===== config.mk =====
export PLATFORM = sky130hd
export DESIGN_NAME = mdc_top
export DESIGN_NICKNAME = d
export VERILOG_FILES = /design/src/mdc_divider.v /design/src/mdc_top.v
export VERILOG_INCLUDE_DIRS = /design/src /design/src/include
export SDC_FILE = /design/constraint.sdc
export NUM_CORES = 2
export LEC_CHECK = 0
export ABC_AREA = 1
export BUFFER_PORTS_ARGS = -buffer_cell sky130_fd_sc_hd__buf_2
export CAP_MARGIN = 20
export CORE_UTILIZATION = 40
export DETAILED_ROUTE_END_ITERATION = 6
export HOLD_SLACK_MARGIN = 0.08
export PLACE_DENSITY = 0.6
export SKIP_LAST_GASP = 1
export SLEW_MARGIN = 40
export SYNTH_ARGS = -nofsm -noshare
export SYNTH_HDL_FRONTEND = slang
export SYNTH_SLANG_ARGS = --single-unit

===== constraint.sdc =====
create_clock -name mclk -period 9 [get_ports mclk]
set_input_delay 0.9 -clock mclk [delete_from_list [all_inputs] [get_ports mclk]]
set_output_delay 0.9 -clock mclk [all_outputs]
set_load 0.03 [all_outputs]

===== src/include/mdc_defs.vh =====
/*
  Constants of the multiply/divide coprocessor: command codes of the core port,
  mode field layout, operation and output codes, register offsets and timing.
  Assumes it is included by bare name from every design file that needs it.
*/
`ifndef MDC_DEFS_VH
`define MDC_DEFS_VH

// ==========================================================================
// Core command codes
`define MDC_CMD_MODE 2'h0
`define MDC_CMD_LOAD 2'h1
`define MDC_CMD_OPER 2'h2

// ==========================================================================
// Mode field layout
`define MDC_MODE_W 7
`define MDC_MODE_RST 7'h00
`define MDC_OUT_HI 6
`define MDC_OUT_LO 4
`define MDC_OP_HI 3
`define MDC_OP_LO 0

// ==========================================================================
// Operation codes
`define MDC_OP_INIT0 4'h0
`define MDC_OP_INIT1 4'h1
`define MDC_OP_INIT2 4'h2
`define MDC_OP_READ 4'h3
`define MDC_OP_UMUL 4'h4
`define MDC_OP_SMUL 4'h5
`define MDC_OP_UDIV 4'h8
`define MDC_OP_SDIV 4'h9
`define MDC_OP_INIT3 4'hA

// ==========================================================================
// Output codes
`define MDC_OUT_R0LO 3'h0
`define MDC_OUT_R0HI 3'h1
`define MDC_OUT_R1LO 3'h2
`define MDC_OUT_R1HI 3'h3

// ==========================================================================
// APB register offsets and fields
`define MDC_ADDR_W 8
`define MDC_REG_MODE 8'h00
`define MDC_REG_RESULT_REG_ZERO 8'h04
`define MDC_REG_RESULT_REG_ONE 8'h08
`define MDC_REG_STAT 8'h0C
`define MDC_STAT_BUSY 0

// ==========================================================================
// Timing
`define MDC_DIV_STEPS 5'h10
`define MDC_FLAGS_CLR 4'h0

`endif


===== src/mdc_divider.v =====
/*
  Iterative 32/32 divider, two quotient bits per cycle, signed or unsigned.
  Assumes start is a one-cycle pulse with operands valid in that cycle.
*/
`timescale 1ns/100ps
`include "mdc_defs.vh"

module mdc_divider (
  input wire mclk,
  input wire nrst,
  input wire start,
  input wire signedOp,
  input wire [31:0] dividend,
  input wire [31:0] divisor,
  output reg done,
  output reg [31:0] quotient,
  output reg [31:0] remainder
);

  // ==========================================================================
  // One restoring step: shift in one dividend bit, subtract when it fits.
  function [64:0] divStep;
    input [32:0] remIn;
    input [31:0] quoIn;
    input [31:0] dvs;
    reg [32:0] sh;
    begin
      sh = {remIn[31:0], quoIn[31]};
      if (sh >= {1'b0, dvs})
      begin
        divStep = {sh - {1'b0, dvs}, quoIn[30:0], 1'b1};
      end
      else
      begin
        divStep = {sh, quoIn[30:0], 1'b0};
      end
    end
  endfunction

  reg [32:0] rem_q;
  reg [31:0] quo_q;
  reg [31:0] dvs_q;
  reg [4:0] cnt_q;
  reg busy_q;
  reg fix_q;
  reg negQ_q;
  reg negR_q;
  wire negA;
  wire negB;
  wire [31:0] absA;
  wire [31:0] absB;
  wire [64:0] stepOne;
  wire [64:0] stepTwo;

  assign negA = signedOp & dividend[31];
  assign negB = signedOp & divisor[31];
  assign absA = negA ? (~dividend + 32'h00000001) : dividend;
  assign absB = negB ? (~divisor + 32'h00000001) : divisor;
  assign stepOne = divStep(rem_q, quo_q, dvs_q);
  assign stepTwo = divStep(stepOne[64:32], stepOne[31:0], dvs_q);

  // ==========================================================================
  // Sixteen double steps, then one sign fix cycle.
  always @(posedge mclk or negedge nrst)
  begin
    if (!nrst)
    begin
      rem_q <= 33'h000000000;
      quo_q <= 32'h00000000;
      dvs_q <= 32'h00000000;
      cnt_q <= 5'h00;
      busy_q <= 1'b0;
      fix_q <= 1'b0;
      negQ_q <= 1'b0;
      negR_q <= 1'b0;
      done <= 1'b0;
      quotient <= 32'h00000000;
      remainder <= 32'h00000000;
    end
    else
    begin
      done <= 1'b0;
      fix_q <= 1'b0;
      if (start)
      begin
        rem_q <= 33'h000000000;
        quo_q <= absA;
        dvs_q <= absB;
        cnt_q <= `MDC_DIV_STEPS;
        busy_q <= 1'b1;
        negQ_q <= negA ^ negB;
        negR_q <= negA;
      end
      else if (busy_q)
      begin
        rem_q <= stepTwo[64:32];
        quo_q <= stepTwo[31:0];
        cnt_q <= cnt_q - 5'h01;
        if (cnt_q == 5'h01)
        begin
          busy_q <= 1'b0;
          fix_q <= 1'b1;
        end
      end
      if (fix_q)
      begin
        quotient <= negQ_q ? (~quo_q + 32'h00000001) : quo_q;
        remainder <= negR_q ? (~rem_q[31:0] + 32'h00000001) : rem_q[31:0];
        done <= 1'b1;
      end
    end
  end

endmodule // mdc_divider


===== src/mdc_top.v =====
/*
  Multiply/divide coprocessor: core instruction port, result registers,
  single-cycle multiplier, iterative divider and an APB register slave.
  Assumes the core issues one command at a time and holds it while cpReady is low.
*/
// Added by the designer: the APB slave port and the register offsets.
`timescale 1ns/100ps
`include "mdc_defs.vh"

module mdc_top (
  input wire mclk,
  input wire nrst,
  input wire cpValid,
  input wire [1:0] cpCmd,
  input wire [15:0] cpRd,
  input wire [15:0] cpRs,
  output wire cpReady,
  output reg cpDone,
  output reg [15:0] cpResult,
  output reg [3:0] cpFlags,
  input wire psel,
  input wire penable,
  input wire pwrite,
  input wire [7:0] paddr,
  input wire [31:0] pwdata,
  output wire pready,
  output reg [31:0] prdata,
  output wire pslverr
);

  // ==========================================================================
  // State.
  reg [6:0] mode_q;
  reg [6:0] mode_d;
  reg [31:0] result_reg_zero_q;
  reg [31:0] result_reg_zero_d;
  reg [31:0] result_reg_one_q;
  reg [31:0] result_reg_one_d;
  reg divBusy_q;
  reg divBusy_d;
  reg ansDone_d;
  reg [15:0] ansResult_d;
  reg [3:0] ansFlags_d;
  reg [31:0] rdData_d;

  wire [3:0] opField;
  wire [2:0] outSel;
  wire taken;
  wire isMode;
  wire isLoad;
  wire isOper;
  wire isMul;
  wire isDiv;
  wire signedMul;
  wire [31:0] mulA;
  wire [31:0] mulB;
  wire [63:0] mulFull;
  wire [31:0] product;
  wire [31:0] divisorWord;
  wire divStart;
  wire divDone;
  wire [31:0] divQuo;
  wire [31:0] divRem;

  assign opField = mode_q[`MDC_OP_HI:`MDC_OP_LO];
  assign outSel = mode_q[`MDC_OUT_HI:`MDC_OUT_LO];

  // ==========================================================================
  // Core command decode; a division in flight stalls the port.
  assign cpReady = ~divBusy_q;
  assign taken = cpValid & ~divBusy_q;
  assign isMode = taken & (cpCmd == `MDC_CMD_MODE);
  assign isLoad = taken & (cpCmd == `MDC_CMD_LOAD);
  assign isOper = taken & (cpCmd == `MDC_CMD_OPER);
  assign isMul = (opField == `MDC_OP_UMUL) | (opField == `MDC_OP_SMUL);
  assign isDiv = (opField == `MDC_OP_UDIV) | (opField == `MDC_OP_SDIV);

  // ==========================================================================
  // Multiplier, combinational so the product lands at the taking edge.
  assign signedMul = (opField == `MDC_OP_SMUL);
  assign mulA = {{16{signedMul & cpRd[15]}}, cpRd};
  assign mulB = {{16{signedMul & cpRs[15]}}, cpRs};
  assign mulFull = mulA * mulB;
  assign product = mulFull[31:0];

  // ==========================================================================
  // Divider.
  assign divisorWord = {cpRd, cpRs};
  assign divStart = isOper & isDiv;

  mdc_divider u_mdc_divider (
    .mclk(mclk),
    .nrst(nrst),
    .start(divStart),
    .signedOp(opField == `MDC_OP_SDIV),
    .dividend(result_reg_zero_q),
    .divisor(divisorWord),
    .done(divDone),
    .quotient(divQuo),
    .remainder(divRem)
  );

  // ==========================================================================
  // Output half selection.
  function [15:0] pickHalf;
    input [2:0] sel;
    input [31:0] r0;
    input [31:0] r1;
    begin
      case (sel)
        `MDC_OUT_R0LO: pickHalf = r0[15:0];
        `MDC_OUT_R0HI: pickHalf = r0[31:16];
        `MDC_OUT_R1LO: pickHalf = r1[15:0];
        `MDC_OUT_R1HI: pickHalf = r1[31:16];
        default: pickHalf = 16'h0000;
      endcase
    end
  endfunction

  // ==========================================================================
  // APB decode.
  wire apbAccess;
  wire apbWrite;
  wire apbMapped;
  wire apbModeWr;
  wire apbRefuse;

  assign apbAccess = psel & penable;
  assign apbMapped = (paddr == `MDC_REG_MODE) | (paddr == `MDC_REG_RESULT_REG_ZERO) |
                     (paddr == `MDC_REG_RESULT_REG_ONE) | (paddr == `MDC_REG_STAT);
  assign apbModeWr = pwrite & (paddr == `MDC_REG_MODE);
  assign apbRefuse = ~apbMapped | (pwrite & (paddr != `MDC_REG_MODE)) |
                     (apbModeWr & (divBusy_q | taken));
  assign apbWrite = apbAccess & apbModeWr & ~apbRefuse;
  assign pready = 1'b1;
  assign pslverr = apbAccess & apbRefuse;

  // ==========================================================================
  // Mode register.
  always @*
  begin
    mode_d = mode_q;
    if (isMode)
    begin
      mode_d = cpRs[`MDC_MODE_W-1:0];
    end
    else if (apbWrite)
    begin
      mode_d = pwdata[`MDC_MODE_W-1:0];
    end
  end

  always @(posedge mclk or negedge nrst)
  begin
    if (!nrst)
    begin
      mode_q <= `MDC_MODE_RST;
    end
    else
    begin
      mode_q <= mode_d;
    end
  end

  // ==========================================================================
  // Result registers, written by a load, a multiply, a division end or an INIT0 mode write; otherwise they hold.
  always @*
  begin
    result_reg_zero_d = result_reg_zero_q;
    result_reg_one_d = result_reg_one_q;
    if (divDone)
    begin
      result_reg_zero_d = divQuo;
      result_reg_one_d = divRem;
    end
    else if (isMode && (cpRs[`MDC_OP_HI:`MDC_OP_LO] == `MDC_OP_INIT0))
    begin
      result_reg_zero_d = 32'h00000000;
      result_reg_one_d = 32'h00000000;
    end
    else if (apbWrite && (pwdata[`MDC_OP_HI:`MDC_OP_LO] == `MDC_OP_INIT0))
    begin
      result_reg_zero_d = 32'h00000000;
      result_reg_one_d = 32'h00000000;
    end
    else if (isLoad)
    begin
      case (opField)
        `MDC_OP_INIT1: result_reg_zero_d = {16'h0000, cpRs};
        `MDC_OP_INIT2: result_reg_zero_d = {cpRd, cpRs};
        `MDC_OP_INIT3: result_reg_one_d = {cpRd, cpRs};
        default: result_reg_zero_d = result_reg_zero_q;
      endcase
    end
    else if (isOper && isMul)
    begin
      result_reg_zero_d = product;
    end
  end

  always @(posedge mclk or negedge nrst)
  begin
    if (!nrst)
    begin
      result_reg_zero_q <= 32'h00000000;
      result_reg_one_q <= 32'h00000000;
    end
    else
    begin
      result_reg_zero_q <= result_reg_zero_d;
      result_reg_one_q <= result_reg_one_d;
    end
  end

  // ==========================================================================
  // Division busy flag.
  always @*
  begin
    divBusy_d = divBusy_q;
    if (divStart)
    begin
      divBusy_d = 1'b1;
    end
    else if (divDone)
    begin
      divBusy_d = 1'b0;
    end
  end

  always @(posedge mclk or negedge nrst)
  begin
    if (!nrst)
    begin
      divBusy_q <= 1'b0;
    end
    else
    begin
      divBusy_q <= divBusy_d;
    end
  end

  // ==========================================================================
  // Answer to the core: result half, flags and a done pulse.
  always @*
  begin
    ansDone_d = 1'b0;
    ansResult_d = cpResult;
    ansFlags_d = cpFlags;
    if (divDone)
    begin
      ansResult_d = pickHalf(outSel, divQuo, divRem);
      ansFlags_d = `MDC_FLAGS_CLR;
      ansDone_d = 1'b1;
    end
    else if (isOper && isMul)
    begin
      ansResult_d = pickHalf(outSel, product, result_reg_one_q);
      ansFlags_d = `MDC_FLAGS_CLR;
      ansDone_d = 1'b1;
    end
    else if (isOper && !isDiv)
    begin
      ansResult_d = pickHalf(outSel, result_reg_zero_q, result_reg_one_q);
      ansFlags_d = `MDC_FLAGS_CLR;
      ansDone_d = 1'b1;
    end
    else if (isMode || isLoad || (taken && !isOper))
    begin
      ansDone_d = 1'b1;
    end
  end

  always @(posedge mclk or negedge nrst)
  begin
    if (!nrst)
    begin
      cpDone <= 1'b0;
      cpResult <= 16'h0000;
      cpFlags <= `MDC_FLAGS_CLR;
    end
    else
    begin
      cpDone <= ansDone_d;
      cpResult <= ansResult_d;
      cpFlags <= ansFlags_d;
    end
  end

  // ==========================================================================
  // APB read data, captured in the setup cycle.
  always @*
  begin
    rdData_d = prdata;
    if (psel && !penable && !pwrite)
    begin
      case (paddr)
        `MDC_REG_MODE: rdData_d = {25'h0000000, mode_q};
        `MDC_REG_RESULT_REG_ZERO: rdData_d = result_reg_zero_q;
        `MDC_REG_RESULT_REG_ONE: rdData_d = result_reg_one_q;
        `MDC_REG_STAT: rdData_d = {31'h00000000, divBusy_q};
        default: rdData_d = 32'h00000000;
      endcase
    end
  end

  always @(posedge mclk or negedge nrst)
  begin
    if (!nrst)
    begin
      prdata <= 32'h00000000;
    end
    else
    begin
      prdata <= rdData_d;
    end
  end

endmodule // mdc_top


### After elaboration in Yosys (flattened, before gate mapping)

Cells that the tools add are included.
Widths: inputs -> output; s select.

* add/sub/neg operators: 7
* multipliers: 1
* $lt $le $gt $ge: 2
* equality and inequality tests: 17
* mux-type cells: 48
* bitwise gates (word level): 32
* reduce and logical (&&, ||, !) cells: 28

Operators by type and width (count)
* $mux 32: 18
* $pmux 16 s4: 3
* $add 32x1->32 const B: 4
* $mux 64: 2
* $not 32->32: 4
* $pmux 32 s4: 1
* $ge 33x32->1: 2
* $pmux 32 s2: 1
* $sub 32x32->32: 2
* $mux 16: 3
* $mul 17x17->32: 1
* $and 1x1->1: 16
* $eq 8x4->1 const B: 2
* $mux 7: 2
* $mux 1: 13
* $eq 4x4->1 const B: 3
* $mux 4: 3
* $mux 5: 2
* $eq 4x3->1 const B: 2
* $eq 8x3->1 const B: 1
* $logic_not 4->1: 2
* $logic_not 8->1: 1
* $or 1x1->1: 8
* $reduce_bool 4->1: 2
* other kinds (21): 37

* register bits after elaboration: 295
* input port bits: 80
* output and inout bits: 56
* logic and storage cells: 154

### Depth between registers and ports, before layout

* word-level depth: 13
* mapped depth: 34
* depth with buffers taken out: 32

### Cells and area by module

A second synthesis with hierarchy kept.

* cell total of the unflattened synthesis: 4845
* area total of the unflattened synthesis: 33427.1 um^2

Modules (own cells, without submodules)
* mdc_top: times used 1, cells each 2612, area an instance 18870.6 um^2, sequential area each 3027.9 um^2
* mdc_divider: times used 1, cells each 2233, area an instance 14556.5 um^2, sequential area each 4254.1 um^2

### Least setup slack after synthesis

Ideal clock, no wire load.

* path type: input port to flip-flop
* start point: input port cpRd[15]
* end point: register result_reg_zero_q[30]
* library setup time: 0.118 ns
* arrival time: 6.574 ns
* required time: 8.882 ns
* setup slack: 2.308 ns
* cell stages on the path: 26
* path buffers: 2
* path through: clkbuf_1 > clkbuf_1 > nand2_1 > nor2_1 > fa_1 > inv_1 > fa_1 > inv_1 > fa_1 > fa_1 > fa_1 > inv_1 > fa_1 > inv_1 > ha_1 > nand2_1 > nor2_1 > inv_1 > nor3_1 > nand4_1 > nand2_1 > nand2_1 > nand2_1 > nand2_1 > a21oi_1 > nor2_1

* word-level cells in the longest chain between the ends: 7

RTL lines
* start, declared: line mdc_top.v:15 `input wire [15:0] cpRd,`
* $and 1x1->1: line mdc_top.v:81 `assign mulA = {{16{signedMul & cpRd[15]}}, cpRd};`
* $mul 17x17->32 (*): line mdc_top.v:83 `assign mulFull = mulA * mulB;`
* $mux 32 (*): line mdc_top.v:195 `else if (isOper && isMul)`
* $mux 32 (*): line mdc_top.v:186 `else if (isLoad)`
* $mux 32 (*): line mdc_top.v:181 `` else if (apbWrite && (pwdata[`MDC_OP_HI:`MDC_OP_LO] == `MDC_OP_INIT0)) ``
* $mux 32 (*): line mdc_top.v:176 `` else if (isMode && (cpRs[`MDC_OP_HI:`MDC_OP_LO] == `MDC_OP_INIT0)) ``
* $mux 32 (*): line mdc_top.v:171 `if (divDone)`
* end signal, assigned: line mdc_top.v:210 `result_reg_zero_q <= result_reg_zero_d;`
* end, declared: line mdc_top.v:35 `reg [31:0] result_reg_zero_q;`

Mark *: on every way between the ends. The rest lies on a longest branch, timed or not. The select of a mux whose other input is x is not followed.
A chain may end at the register's enable or synchronous reset.

### Final worst setup path

* start point: register mode_q[2]
* end point: register cpResult[9]

* word-level cells in the longest chain between the ends: 6
* elaborated cells on any way between the ends: 16
* those cells by class: mul: 1; eq/ne: 4; mux: 3; bitwise: 4; reduce/logical: 4

RTL lines
* start, declared: line mdc_top.v:33 `reg [6:0] mode_q;`
* start signal, assigned: line mdc_top.v:157 `` mode_q <= `MDC_MODE_RST; ``
* start signal, assigned: line mdc_top.v:161 `mode_q <= mode_d;`
* $eq 4x3->1 (no source line)
* $and 1x1->1 (on tied branches): line mdc_top.v:81, mdc_top.v:82
* $mul 17x17->32: line mdc_top.v:83
* $pmux 16 s4: line mdc_top.v:110 `case (sel)`
* $mux 16: line mdc_top.v:255 `else if (isOper && isMul)`
* $mux 16: line mdc_top.v:249 `if (divDone)`
* end signal, assigned: line mdc_top.v:284 `cpResult <= ansResult_d;`
* end, declared: line mdc_top.v:19 `output reg [15:0] cpResult,`

Several ways; a longest one is shown, not always the timed one.

==> impl_metrics.py <==
metrics = {
    "run_status": {
        "outcome": "finished clean",
    },
    "logic_synthesis": {
        "synthArstFlopShare": 1.00,
        "synth_edf_count": 0,
        "synth.distinct_cells": 57,
        "yosys_warnings": 0,
        "syn-mean-instance-area_um2": 6.85,
        "syn-cell-area_mm2": 0.0336,
        "synthFlopType": "dfrtp_1",
        "ys_ff_latch": 291,
        "seq_area_frac_synth": 0.217,
        "netlist_instances": 4908,
    },
    "cts": {
        "worstSkewPairLatency_ns": 0.58,
        "cts-htree-levels": 2,
        "cts_resized": 0,
        "holdBufCountCts": 0,
        "clock_sinks": 291,
        "post_cts_buffers": 0,
        "cts-root-buf": "clkbuf_16",
        "numCtsBuffers": 35,
        "cts.path.max_buffers": 3,
        "clk_pin_slew_ns": 0.07,
        "cts_tree": "done",
    },
    "floorplanning": {
        "fp.dieH_um": 292,
        "ioPinCount": 136,
        "die_x_um": 292,
        "dieArea_mm2": 0.0852,
        "start_util": 0.407,
        "rows": 105,
        "coreArea_mm2": 0.0826,
    },
    "timing": {
        "tightest_slew_ns": 0.899,
        "period_share": 0.853,
        "hold_violations": 0,
        "finClkSkew_ns": 0.0365,
        "period_minus_slack_ns": 7.68,
        "fmax_ghz": 0.130,
        "final_max_slew_viol_count": 0,
        "rsz0062_at_grt": "no",
        "fin_setup_tns_ns": 0,
        "slew_headroom": 0.401,
        "setup_viol": 0,
    },
    "drt": {
        "routedWlPerCell_um": 21.7,
        "viasPerCell": 5.49,
        "drc": 0,
        "vias": 32867,
        "drt.antenna.violating_nets": 0,
        "first_iter_violations": 3812,
        "drt-total-wl_um": 130000,
        "drtPass1Iterations": 6,
    },
    "final_layout": {
        "drive_gt1_frac": 0.0523,
        "nNetsFinal": 5401,
        "mostFrequentLayoutCell": "nand2_1",
        "final_cell_mix": "nand2_1, inv_1, nor2_1",
        "nFillCells": 8700,
        "syn_to_final_growth_pct": 7.64,
    },
    "worst_setup_path": {
        "critPathKind": "reg2reg",
        "cp_max_fo": 14,
        "slowest_delay_ns": 0.64,
        "cpMaxStageDelayCell": "fa_1",
        "cp-end-kind": "flop",
        "start_kind": "flop",
        "cp.buffers_inverters": 6,
        "required_ns": 9.47,
        "cp_top_family": "adder cells",
        "cp_data_arrival_time_ns": 8.15,
    },
    "global_route": {
        "grt_pass1_vias": 31203,
        "grt_util_all_layers": 0.303,
        "antenna_found_initial": 2,
        "grt-ovfl-total": 0,
        "grt_max_degree": 98,
        "grt_pass1_wl_um": 196000,
    },
    "place": {
        "io_buffers": 105,
        "dp.final_hpwl_um": 102000,
        "gp_congestion": 1.00,
    },
    "run": {
        "maxCapViolCount": 0,
    },
    "hold_path": {
        "hold_path_class": "in2async",
    },
}
[logic make-up after synthesis]
family | count (synthesis) | synth area share
buffers and inverters | 1199 | 0.138
flip-flops | 291 | 0.217
adder cells (fa/ha/maj) | 436 | 0.226
AND/OR/NAND/NOR | 2138 | 0.263
other | 2 | 0.000223
AO/OA/AOI/OAI | 711 | 0.122
XOR/XNOR | 131 | 0.0341
[layout make-up]
class,instances,area [um^2],area share
Multi-Input combinational cell,3421,21700,0.601
Antenna cell,1,2.50,0.0000692
Inverter,993,3730,0.103
Clock buffer,52,1020,0.0282
Clock inverter,12,178,0.00491
Sequential cell,291,7280,0.201
Tap cell,1070,1340,0.0370
Timing Repair Buffer,143,877,0.0242
[through the flow]
step,instance area [um^2],utilization,hold slack [ns],setup slack [ns],instances
6_report,36200,0.438,0.276,1.32,5983
5_1_grt,36200,0.438,0.305,0.854,5982
4_1_cts,36200,0.438,0.285,1.42,5982
3_5_place_dp,35000,0.423,0.461,1.44,5918
3_3_place_gp,34900,0.422,0.460,1.42,5916
2_1_floorplan,33600,-,0.434,2.31,4911
[path summary, 6_finish.rpt]
| path | cells after the start | start | to | slack, ns |
|---|---|---|---|---|
| max | 26 | mode_q[2]$_DFFE_PN0P_ | cpResult[9]$_DFFE_PN0P_ | 1.32 |
| min | 1 | nrst | u_mdc_divider.quo_q[11]$_DFFE_PN0P_ | 0.28 |
| max reg2reg | 26 | mode_q[2]$_DFFE_PN0P_ | cpResult[9]$_DFFE_PN0P_ | 1.32 |
| min reg2reg | 2 | prdata[10]$_DFFE_PN0P_ | prdata[10]$_DFFE_PN0P_ | 0.47 |
| max in group asynchronous | 3 | nrst | u_mdc_divider.rem_q[30]$_DFFE_PN0P_ | 7.38 |
| min in group mclk | 2 | prdata[10]$_DFFE_PN0P_ | prdata[10]$_DFFE_PN0P_ | 0.47 |
[synthesized netlist by cell type (40+ instances only)]
cell,instances,share of area
clkbuf_1,142,0.016
nor3_1,52,0.0077
nand4_1,40,0.0074
fa_1,284,0.17
nand2_1,1336,0.15
nor2_1,351,0.039
nand3_1,293,0.044
o22ai_1,79,0.015
dfrtp_1,291,0.22
inv_1,975,0.11
xor2_1,98,0.026
ha_1,152,0.057
o21ai_0,275,0.041
a21oi_1,183,0.027
[worst register-to-register path, stage by stage, from the launching register on]
cell and delay [ns]:
dfrtp_1 0.53, nand2_1 0.13, nor2_1 0.53, inv_1 0.47, nor2_1 0.39, fa_1 0.57, inv_1 0.23, fa_1 0.64
inv_1 0.23, fa_1 0.43, fa_1 0.47, fa_1 0.55, inv_1 0.05, fa_1 0.52, inv_1 0.04, ha_1 0.42
nand2_1 0.16, nor2_1 0.15, inv_1 0.07, nor2_1 0.12, nand3_1 0.12, nand3_1 0.11, nand2_1 0.05, nand2_1 0.27
nor2_1 0.08, o21ai_0 0.17, a21oi_1 0.08
[layer usage]
layer  track usage  wire (um)
met1         0.429      56500
met2         0.463      55300
met3        0.0483      11900
met4         0.117       5870
met5             0         10
[registers in the layout, summed over array words and instances (netlist names), 5 cells and up]
register	flops
cpResult	16
mode_q	7
prdata	32
result_reg_one_q	32
result_reg_zero_q	32
u_mdc_divider.cnt_q	5
u_mdc_divider.dvs_q	32
u_mdc_divider.quo_q	32
u_mdc_divider.quotient	32
u_mdc_divider.rem_q	32
u_mdc_divider.remainder	32
Power is left out: the tool's default activity adds up to more than one toggle a clock period on the data nets, which glitch-free logic cannot reach.
